===== config.mk =====
export PLATFORM = sky130hd
export DESIGN_NAME = pifb_flag_bank
export DESIGN_NICKNAME = d
export VERILOG_FILES = /design/src/design/pifb_pkg.sv /design/src/design/pifb_sticky_reg.sv /design/src/design/pifb_status_flag.sv /design/src/design/pifb_flag_bank.sv
export VERILOG_INCLUDE_DIRS = /design/src /design/src/design
export SDC_FILE = /design/constraint.sdc
export NUM_CORES = 1
export LEC_CHECK = 0
export ABC_AREA = 1
export BUFFER_PORTS_ARGS = -buffer_cell sky130_fd_sc_hd__buf_2
export CORE_ASPECT_RATIO = 1.2
export CORE_MARGIN = 3
export CORE_UTILIZATION = 45
export DETAILED_ROUTE_END_ITERATION = 10
export HOLD_SLACK_MARGIN = 0.15
export PLACE_DENSITY = 0.76
export SKIP_CTS_REPAIR_TIMING = 1
export SKIP_LAST_GASP = 1
export SLEW_MARGIN = 5
export SYNTH_ARGS = -nofsm -noshare
export SYNTH_HDL_FRONTEND = slang
export SYNTH_HIERARCHICAL = 1
export SYNTH_SLANG_ARGS = --single-unit

===== constraint.sdc =====
create_clock -name MCLK_I -period 0.8 [get_ports MCLK_I]
set_input_delay 0.08 -clock MCLK_I [delete_from_list [all_inputs] [get_ports MCLK_I]]
set_output_delay 0.08 -clock MCLK_I [all_outputs]
set_load 0.02 [all_outputs]

===== src/design/pifb_defs.svh =====
// Purpose: offsets, field positions and reset values of the peripheral flag bank
// Assumes: byte-wide registers on a plain strobe port
// Notes:   definitions only
`ifndef PIFB_DEFS_SVH
`define PIFB_DEFS_SVH

// ----------------------------------------
// register offsets
// ----------------------------------------
`define PIFB_ADDR_W          3
`define PIFB_OFF_SERIAL      3'h3
`define PIFB_OFF_TIMER       3'h4
`define PIFB_OFF_GATE        3'h5
`define PIFB_OFF_CAPCOMP     3'h6
`define PIFB_OFF_SYSTEM      3'h7

// ----------------------------------------
// implemented-bit masks and reset value
// ----------------------------------------
`define PIFB_MASK_SERIAL_SW  8'h0F
`define PIFB_MASK_TIMER      8'h3F
`define PIFB_MASK_GATE       8'h07
`define PIFB_MASK_CAPCOMP    8'h03
`define PIFB_MASK_SYSTEM     8'hE1
`define PIFB_RESET_VAL       8'h00

// ----------------------------------------
// field positions
// ----------------------------------------
`define PIFB_BIT_A2_RX       7
`define PIFB_BIT_A2_TX       6
`define PIFB_BIT_A1_RX       5
`define PIFB_BIT_A1_TX       4
`define PIFB_BIT_SYS_SCAN    7
`define PIFB_BIT_SYS_CRC     6
`define PIFB_BIT_SYS_NVM     5
`define PIFB_BIT_SYS_WAVE    0

// ----------------------------------------
// field positions of the sticky flags
// ----------------------------------------
`define PIFB_BIT_S2_COLL     3
`define PIFB_BIT_S2_DONE     2
`define PIFB_BIT_S1_COLL     1
`define PIFB_BIT_S1_DONE     0
`define PIFB_BIT_T6_MATCH    5
`define PIFB_BIT_T5_OVF      4
`define PIFB_BIT_T4_MATCH    3
`define PIFB_BIT_T3_OVF      2
`define PIFB_BIT_T2_MATCH    1
`define PIFB_BIT_T1_OVF      0
`define PIFB_BIT_T5_GATE     2
`define PIFB_BIT_T3_GATE     1
`define PIFB_BIT_T1_GATE     0
`define PIFB_BIT_CC2         1
`define PIFB_BIT_CC1         0

`endif


===== src/design/pifb_pkg.sv =====
// Purpose: types of the peripheral flag bank
// Assumes: nothing
// Notes:   constants live in pifb_defs.svh
package pifb_pkg;

   typedef logic [7:0] pifb_byte_type;

   // capture/compare unit operating mode
   typedef enum logic [2:0]
   {
      PIFB_MODE_CAPTURE = 3'b001,
      PIFB_MODE_COMPARE = 3'b010,
      PIFB_MODE_PWM     = 3'b100
   } pifb_ccmode_type;

endpackage


===== src/design/pifb_sticky_reg.sv =====
// Purpose: one byte of sticky flags, hardware set, software write
// Assumes: set pulses synchronous to the clock
// Notes:   set beats a software clear in the same cycle
`timescale 1ns/1ps
module pifb_sticky_reg
#(
   parameter logic [7:0] MASK = 8'hFF
)
(
   // clock and reset
   input  wire logic       clk_i,
   input  wire logic       rst_n_i,
   // software side
   input  wire logic       wr_i,
   input  wire logic [7:0] wdata_i,
   // hardware events
   input  wire logic [7:0] set_i,
   // flags
   output logic      [7:0] flags_o
);

   logic [7:0] flags_q;
   logic [7:0] flags_d;
   wire  [7:0] base_w = wr_i ? wdata_i : flags_q;

   // a set landing with the clear still wins
   assign flags_d = (base_w | set_i) & MASK;
   assign flags_o = flags_q;

   always_ff @(posedge clk_i or negedge rst_n_i)
   begin
      if (!rst_n_i)
         flags_q <= 8'h00;
      else
         flags_q <= flags_d;
   end

endmodule


===== src/design/pifb_status_flag.sv =====
// Purpose: status flag that follows a buffer level, cleared by an access
// Assumes: level and access strobes synchronous to the clock
// Notes:   the access hides the level for one cycle until the source updates
`timescale 1ns/1ps
module pifb_status_flag
(
   // clock and reset
   input  wire logic clk_i,
   input  wire logic rst_n_i,
   // source level and clearing access
   input  wire logic level_i,
   input  wire logic access_i,
   // flag
   output logic      flag_o
);

   logic flag_q;
   logic flag_d;

   // buffer state lags the access by a cycle, so drop the flag at once
   assign flag_d = level_i & ~access_i;
   assign flag_o = flag_q;

   always_ff @(posedge clk_i or negedge rst_n_i)
   begin
      if (!rst_n_i)
         flag_q <= 1'b0;
      else
         flag_q <= flag_d;
   end

endmodule


===== src/design/pifb_flag_bank.sv =====
// Purpose: latched peripheral interrupt request flags, registers three to seven
// Assumes: single 25 MHz clock, event inputs are one-cycle pulses or levels
// Notes:   flags set regardless of any enable; no interrupt output here
//
// Added by the designer: the register addresses and the address-and-strobe port.
`timescale 1ns/1ps
`include "pifb_defs.svh"

// Behaviour
// - port two rx flag tracks unread data
// - port two tx flag shows buffer empty
// - port one rx flag shows buffer full
// - port one tx flag shows buffer empty
// - sync two collision sets sticky flag
// - sync one collision sets sticky flag
// - sync two completion sets sticky flag
// - sync one completion sets sticky flag
// - even timer period matches set bits 1,3,5
// - odd timer overflows set bits 0,2,4
// - unimplemented bits always read zero
// - timer gate events set bits 2,1,0
// - capture event sets unit flag in capture mode only
// - compare match sets unit flag in compare mode only
// - memory scan event sets bit 7
// - checksum event sets bit 6
// - nonvolatile controller event sets bit 5
// - waveform generator event sets bit 0
// - flags set independent of any enable
module pifb_flag_bank
(
   // clock and reset
   input  wire logic                     MCLK_I,
   input  wire logic                     RST_N_I,
   // register port
   input  wire logic [`PIFB_ADDR_W-1:0]  ADDR_I,
   input  wire logic [7:0]               WDATA_I,
   input  wire logic                     WR_I,
   input  wire logic                     RD_I,
   output logic      [7:0]               RDATA_O,
   // asynchronous serial ports
   input  wire logic                     ASYNC2_RX_FULL_I,
   input  wire logic                     ASYNC2_TX_EMPTY_I,
   input  wire logic                     ASYNC1_RX_FULL_I,
   input  wire logic                     ASYNC1_TX_EMPTY_I,
   input  wire logic                     ASYNC2_RX_DATA_RD_I,
   input  wire logic                     ASYNC2_TX_DATA_WR_I,
   input  wire logic                     ASYNC1_RX_DATA_RD_I,
   input  wire logic                     ASYNC1_TX_DATA_WR_I,
   // synchronous serial ports
   input  wire logic                     SYNC2_COLLISION_I,
   input  wire logic                     SYNC2_DONE_I,
   input  wire logic                     SYNC1_COLLISION_I,
   input  wire logic                     SYNC1_DONE_I,
   // timers
   input  wire logic                     TIMER6_MATCH_I,
   input  wire logic                     TIMER5_OVERFLOW_I,
   input  wire logic                     TIMER4_MATCH_I,
   input  wire logic                     TIMER3_OVERFLOW_I,
   input  wire logic                     TIMER2_MATCH_I,
   input  wire logic                     TIMER1_OVERFLOW_I,
   input  wire logic                     TIMER5_GATE_I,
   input  wire logic                     TIMER3_GATE_I,
   input  wire logic                     TIMER1_GATE_I,
   // capture/compare units
   input  wire pifb_pkg::pifb_ccmode_type CAPCOMP2_MODE_I,
   input  wire logic                     CAPCOMP2_CAPTURE_I,
   input  wire logic                     CAPCOMP2_MATCH_I,
   input  wire pifb_pkg::pifb_ccmode_type CAPCOMP1_MODE_I,
   input  wire logic                     CAPCOMP1_CAPTURE_I,
   input  wire logic                     CAPCOMP1_MATCH_I,
   // system units
   input  wire logic                     MEMORY_SCAN_I,
   input  wire logic                     CHECKSUM_UNIT_I,
   input  wire logic                     NONVOLATILE_CTRL_I,
   input  wire logic                     WAVEFORM_GEN_I,
   // flag bytes for the enable and priority logic
   output logic      [7:0]               SERIAL_FLAGS_O,
   output logic      [7:0]               TIMER_FLAGS_O,
   output logic      [7:0]               GATE_FLAGS_O,
   output logic      [7:0]               CAPCOMP_FLAGS_O,
   output logic      [7:0]               SYSTEM_FLAGS_O
);

   // ----------------------------------------
   // address decode
   // ----------------------------------------
   // one hit per mapped offset, shared by writes and reads
   wire hit_serial  = (ADDR_I == `PIFB_OFF_SERIAL);
   wire hit_timer   = (ADDR_I == `PIFB_OFF_TIMER);
   wire hit_gate    = (ADDR_I == `PIFB_OFF_GATE);
   wire hit_capcomp = (ADDR_I == `PIFB_OFF_CAPCOMP);
   wire hit_system  = (ADDR_I == `PIFB_OFF_SYSTEM);

   // writes to unmapped offsets hit nothing
   wire wr_serial   = WR_I & hit_serial;
   wire wr_timer    = WR_I & hit_timer;
   wire wr_gate     = WR_I & hit_gate;
   wire wr_capcomp  = WR_I & hit_capcomp;
   wire wr_system   = WR_I & hit_system;

   // ----------------------------------------
   // event vectors
   // ----------------------------------------
   // events reach the flags with no enable gating, so polling works
   wire [7:0] serial_set;
   wire [7:0] timer_set;
   wire [7:0] gate_set;
   wire [7:0] capcomp_set;
   wire [7:0] system_set;

   // sync ports: bus collision and transfer done
   assign serial_set[7:4]                = 4'h0;
   assign serial_set[`PIFB_BIT_S2_COLL]  = SYNC2_COLLISION_I;
   assign serial_set[`PIFB_BIT_S2_DONE]  = SYNC2_DONE_I;
   assign serial_set[`PIFB_BIT_S1_COLL]  = SYNC1_COLLISION_I;
   assign serial_set[`PIFB_BIT_S1_DONE]  = SYNC1_DONE_I;

   // timers: even ones match their period, odd ones overflow
   assign timer_set[7:6]                 = 2'h0;
   assign timer_set[`PIFB_BIT_T6_MATCH]  = TIMER6_MATCH_I;
   assign timer_set[`PIFB_BIT_T5_OVF]    = TIMER5_OVERFLOW_I;
   assign timer_set[`PIFB_BIT_T4_MATCH]  = TIMER4_MATCH_I;
   assign timer_set[`PIFB_BIT_T3_OVF]    = TIMER3_OVERFLOW_I;
   assign timer_set[`PIFB_BIT_T2_MATCH]  = TIMER2_MATCH_I;
   assign timer_set[`PIFB_BIT_T1_OVF]    = TIMER1_OVERFLOW_I;

   // timer gates
   assign gate_set[7:3]                  = 5'h00;
   assign gate_set[`PIFB_BIT_T5_GATE]    = TIMER5_GATE_I;
   assign gate_set[`PIFB_BIT_T3_GATE]    = TIMER3_GATE_I;
   assign gate_set[`PIFB_BIT_T1_GATE]    = TIMER1_GATE_I;

   // pwm mode has no event; each mode only sees its own cause
   wire cc2_cap = (CAPCOMP2_MODE_I == pifb_pkg::PIFB_MODE_CAPTURE) & CAPCOMP2_CAPTURE_I;
   wire cc1_cap = (CAPCOMP1_MODE_I == pifb_pkg::PIFB_MODE_CAPTURE) & CAPCOMP1_CAPTURE_I;
   wire cc2_cmp = (CAPCOMP2_MODE_I == pifb_pkg::PIFB_MODE_COMPARE) & CAPCOMP2_MATCH_I;
   wire cc1_cmp = (CAPCOMP1_MODE_I == pifb_pkg::PIFB_MODE_COMPARE) & CAPCOMP1_MATCH_I;
   assign capcomp_set[7:2]               = 6'h00;
   assign capcomp_set[`PIFB_BIT_CC2]     = cc2_cap | cc2_cmp;
   assign capcomp_set[`PIFB_BIT_CC1]     = cc1_cap | cc1_cmp;

   // system units
   assign system_set[`PIFB_BIT_SYS_SCAN] = MEMORY_SCAN_I;
   assign system_set[`PIFB_BIT_SYS_CRC]  = CHECKSUM_UNIT_I;
   assign system_set[`PIFB_BIT_SYS_NVM]  = NONVOLATILE_CTRL_I;
   assign system_set[4:1]                = 4'h0;
   assign system_set[`PIFB_BIT_SYS_WAVE] = WAVEFORM_GEN_I;

   // ----------------------------------------
   // sticky flag bytes
   // ----------------------------------------
   wire [7:0] serial_sw;
   wire [7:0] timer_q;
   wire [7:0] gate_q;
   wire [7:0] capcomp_q;
   wire [7:0] system_q;

   // masks keep unimplemented bits at zero; reset clears all
   pifb_sticky_reg #(.MASK(`PIFB_MASK_SERIAL_SW)) u_serial
   (
      .clk_i   (MCLK_I),
      .rst_n_i (RST_N_I),
      .wr_i    (wr_serial),
      .wdata_i (WDATA_I),
      .set_i   (serial_set),
      .flags_o (serial_sw)
   );

   pifb_sticky_reg #(.MASK(`PIFB_MASK_TIMER)) u_timer
   (
      .clk_i   (MCLK_I),
      .rst_n_i (RST_N_I),
      .wr_i    (wr_timer),
      .wdata_i (WDATA_I),
      .set_i   (timer_set),
      .flags_o (timer_q)
   );

   pifb_sticky_reg #(.MASK(`PIFB_MASK_GATE)) u_gate
   (
      .clk_i   (MCLK_I),
      .rst_n_i (RST_N_I),
      .wr_i    (wr_gate),
      .wdata_i (WDATA_I),
      .set_i   (gate_set),
      .flags_o (gate_q)
   );

   pifb_sticky_reg #(.MASK(`PIFB_MASK_CAPCOMP)) u_capcomp
   (
      .clk_i   (MCLK_I),
      .rst_n_i (RST_N_I),
      .wr_i    (wr_capcomp),
      .wdata_i (WDATA_I),
      .set_i   (capcomp_set),
      .flags_o (capcomp_q)
   );

   pifb_sticky_reg #(.MASK(`PIFB_MASK_SYSTEM)) u_system
   (
      .clk_i   (MCLK_I),
      .rst_n_i (RST_N_I),
      .wr_i    (wr_system),
      .wdata_i (WDATA_I),
      .set_i   (system_set),
      .flags_o (system_q)
   );

   // ----------------------------------------
   // read-only serial buffer flags
   // ----------------------------------------
   // software writes to these bits are ignored
   // an access drops its flag at once, then the level rules
   wire a2_rx;
   wire a2_tx;
   wire a1_rx;
   wire a1_tx;

   pifb_status_flag u_a2_rx
   (
      .clk_i    (MCLK_I),
      .rst_n_i  (RST_N_I),
      .level_i  (ASYNC2_RX_FULL_I),
      .access_i (ASYNC2_RX_DATA_RD_I),
      .flag_o   (a2_rx)
   );

   pifb_status_flag u_a2_tx
   (
      .clk_i    (MCLK_I),
      .rst_n_i  (RST_N_I),
      .level_i  (ASYNC2_TX_EMPTY_I),
      .access_i (ASYNC2_TX_DATA_WR_I),
      .flag_o   (a2_tx)
   );

   pifb_status_flag u_a1_rx
   (
      .clk_i    (MCLK_I),
      .rst_n_i  (RST_N_I),
      .level_i  (ASYNC1_RX_FULL_I),
      .access_i (ASYNC1_RX_DATA_RD_I),
      .flag_o   (a1_rx)
   );

   pifb_status_flag u_a1_tx
   (
      .clk_i    (MCLK_I),
      .rst_n_i  (RST_N_I),
      .level_i  (ASYNC1_TX_EMPTY_I),
      .access_i (ASYNC1_TX_DATA_WR_I),
      .flag_o   (a1_tx)
   );

   wire [7:0] serial_all;

   // buffer flags sit above the sticky bits
   assign serial_all[`PIFB_BIT_A2_RX] = a2_rx;
   assign serial_all[`PIFB_BIT_A2_TX] = a2_tx;
   assign serial_all[`PIFB_BIT_A1_RX] = a1_rx;
   assign serial_all[`PIFB_BIT_A1_TX] = a1_tx;
   assign serial_all[3:0]             = serial_sw[3:0];

   // ----------------------------------------
   // read mux and output registers
   // ----------------------------------------
   // unmapped offsets read zero
   wire [7:0] rd_mux =
      hit_serial  ? serial_all :
      hit_timer   ? timer_q    :
      hit_gate    ? gate_q     :
      hit_capcomp ? capcomp_q  :
      hit_system  ? system_q   : `PIFB_RESET_VAL;

   logic [7:0] rdata_q;
   logic [7:0] rdata_d;
   logic [7:0] serial_out_q;
   logic [7:0] timer_out_q;
   logic [7:0] gate_out_q;
   logic [7:0] capcomp_out_q;
   logic [7:0] system_out_q;

   // read data stands only in the cycle after the strobe
   // idle zero keeps a stale byte off the bus
   assign rdata_d = RD_I ? rd_mux : 8'h00;

   always_ff @(posedge MCLK_I or negedge RST_N_I)
   begin
      if (!RST_N_I)
         rdata_q <= 8'h00;
      else
         rdata_q <= rdata_d;
   end

   // ----------------------------------------
   // flag byte copies
   // ----------------------------------------
   // one cycle behind the flags, so every output leaves a flop
   always_ff @(posedge MCLK_I or negedge RST_N_I)
   begin
      if (!RST_N_I)
         serial_out_q <= 8'h00;
      else
         serial_out_q <= serial_all;
   end

   always_ff @(posedge MCLK_I or negedge RST_N_I)
   begin
      if (!RST_N_I)
         timer_out_q <= 8'h00;
      else
         timer_out_q <= timer_q;
   end

   always_ff @(posedge MCLK_I or negedge RST_N_I)
   begin
      if (!RST_N_I)
         gate_out_q <= 8'h00;
      else
         gate_out_q <= gate_q;
   end

   always_ff @(posedge MCLK_I or negedge RST_N_I)
   begin
      if (!RST_N_I)
         capcomp_out_q <= 8'h00;
      else
         capcomp_out_q <= capcomp_q;
   end

   always_ff @(posedge MCLK_I or negedge RST_N_I)
   begin
      if (!RST_N_I)
         system_out_q <= 8'h00;
      else
         system_out_q <= system_q;
   end

   assign RDATA_O         = rdata_q;
   assign SERIAL_FLAGS_O  = serial_out_q;
   assign TIMER_FLAGS_O   = timer_out_q;
   assign GATE_FLAGS_O    = gate_out_q;
   assign CAPCOMP_FLAGS_O = capcomp_out_q;
   assign SYSTEM_FLAGS_O  = system_out_q;

endmodule


==> results.tsv <==
metric	value	unit
crit_required	0.72	ns
drt_first_pass_iters	4	
critPathLaunchType	flop	
setup_slack	-0.150	ns
crit_path_cell_trace	buf_6	
worst_clock_skew	0.0102	ns
grt_overflow	0	
power_density	1830	nW/um^2
antenna_found_initial	0	
drive_gt1_frac	0.387	
p_clk_frac	0.375	
num_vias	2492	
cts.htree.levels	3	
switchingPower	2100	uW
diodes	0	
setup_viol	55	
clk_pin_slew	0.08	ns
ant_nets	0	
wl_per_cell	13.4	um
hp-class	in2reg	
drt_first_iter_violations	120	
avgSynthCellArea	9.46	um^2
combPwrFrac	0.162	
grt_pass1_wl	10.0	mm
ys_warn_count	6	
path_buf_inv	1	
seqCellArea	1780	um^2
swShare	0.251	
p_seq_frac	0.463	
crit_arrival	0.87	ns
remaining_drc_errors	0	
regToRegSetupSlack	-0.11	ns
num_rows	31	
violations	setup timing	
finalWeightedCongestion	0.865	
grt_max_degree	33	
multiInputGateArea	837	um^2
io-pin-count	98	
min_period_over_period	1.19	
power_leakage	0.00232	uW
design_area	4570	um^2
grt_usage	0.180	
cts_sinks	71	
clock_latency	0.34	ns
intPower	6260	uW
drt-vias-per-instance	4.49	
crit_type	reg2out	
routed_wirelength	7.44	mm
cts_root_buffer	clkbuf_8	
drv_cap	0	
cp_top_family	flip-flops	
die_y	93.0	um
dp_hpwl	4.70	mm
die-width	78.5	um
fillers	421	
io_buffers	97	
fmax	1050	MHz
critPathSlowestCell	dfrtp_1	
grt_pass1_vias	2329	
core	6090	um^2
nets	518	
netlist_instances	300	
rsz0062_at_grt	true	
placed_area	3620	um^2
final-hold-violation-count	0	
syn-cell-area	2840	um^2
cts_buffers	9	
areaGrowthSynthToFinish	61.0	%
drv_slew	0	
clockBufferDepth	2	
hold_slack	0.000264	ns
start_util	0.466	
cp_max_fo	1	
critical-path-max-stage-delay	0.39	ns
status	finished, violations left	
cts_tree	built	
endpoint_kind	primary output	
ir_drop	1050	uV
die_area	7300	um^2
fin_crit	0.950	ns
-- state kept, by name (all words and copies together) (netlist names) --
name and cells:
CAPCOMP_FLAGS_O 8, GATE_FLAGS_O 8, RDATA_O 8, SERIAL_FLAGS_O 8, SYSTEM_FLAGS_O 8, TIMER_FLAGS_O 8
u_a1_rx/flag_o 1, u_a1_tx/flag_o 1, u_a2_rx/flag_o 1, u_a2_tx/flag_o 1, u_capcomp/flags_o 2, u_gate/flags_o 3
u_serial/flags_o 4, u_system/flags_o 4, u_timer/flags_o 6
-- layout by cell type (no fill, tap or decap), drive strengths merged --
master / n
buf: 128
nand2: 89
dfrtp: 71
inv: 51
dlygate4sd3: 35
nand3: 27
conb: 17
o21ai: 12
clkbuf: 11
a21oi: 11
nor2: 8
clkinv: 5
nor3: 3
a211oi: 2
bufinv: 2
nor4: 1
-- per-stage QoR --
stage          total power [uW]  worst slack, ns  std cells  utilization  setup TNS [ns]
6_report                   8360           -0.150        555        0.751           -6.66
5_1_grt                    8710           -0.183        555        0.751           -8.41
4_1_cts                    8000           -0.180        517        0.631           -7.42
3_5_place_dp               4900           -0.295        501        0.594           -6.40
3_3_place_gp               4880           -0.272        501        0.594           -5.74
2_1_floorplan              4440          -0.0595        313            -          -0.582
-- power by group through the flow --
| stage | combinational (uW) | clock (uW) | sequential [uW] |
|---|---|---|---|
| after floorplan | 379 | 0 | 4060 |
| after global placement | 984 | 0 | 3900 |
| after detailed placement | 1000 | 0 | 3900 |
| after CTS | 1010 | 3160 | 3830 |
| after global routing | 1470 | 3350 | 3880 |
| final | 1360 | 3140 | 3870 |
-- tightest hold or removal path, cell delays in order --
cell	delay [ns]
buf_2	0.08
a211oi_1	0.04
inv_1	0.04
nand3_1	0.06
-- layer usage --
layer  global-route usage  wire length [um]  vias to the layer above
li1                     -                 -                     1218
met1                0.195              2720                     1169
met2                0.319              4130                       83
met3               0.0328               329                       22
met4                0.114               255                        0
met5                    0                 0                        -
-- area by class of cell --
cell class | count | area share
flip-flops and latches | 71 | 0.389
repair buffers | 164 | 0.310
clock buffers | 10 | 0.0301
inverters | 52 | 0.0471
multi-input cells | 170 | 0.183
clock inverters | 6 | 0.0183
well taps | 82 | 0.0224
-- final timing paths --
path / from / to / cells after the start
min in group asynchronous: RST_N_I / SERIAL_FLAGS_O[7] / 2
hold reg to reg: u_a1_tx/flag_o / SERIAL_FLAGS_O[4] / 0
max in group asynchronous: RST_N_I / TIMER_FLAGS_O[3] / 3
setup reg to reg: u_system/flags_o[6] / u_system/flags_o[6] / 4
setup / recovery: RDATA_O[3] / RDATA_O[3] / 1
hold / removal: CAPCOMP2_MODE_I[2] / u_capcomp/flags_o[1] / 4
No activity file was read; power rests on OpenSTA's default activity.
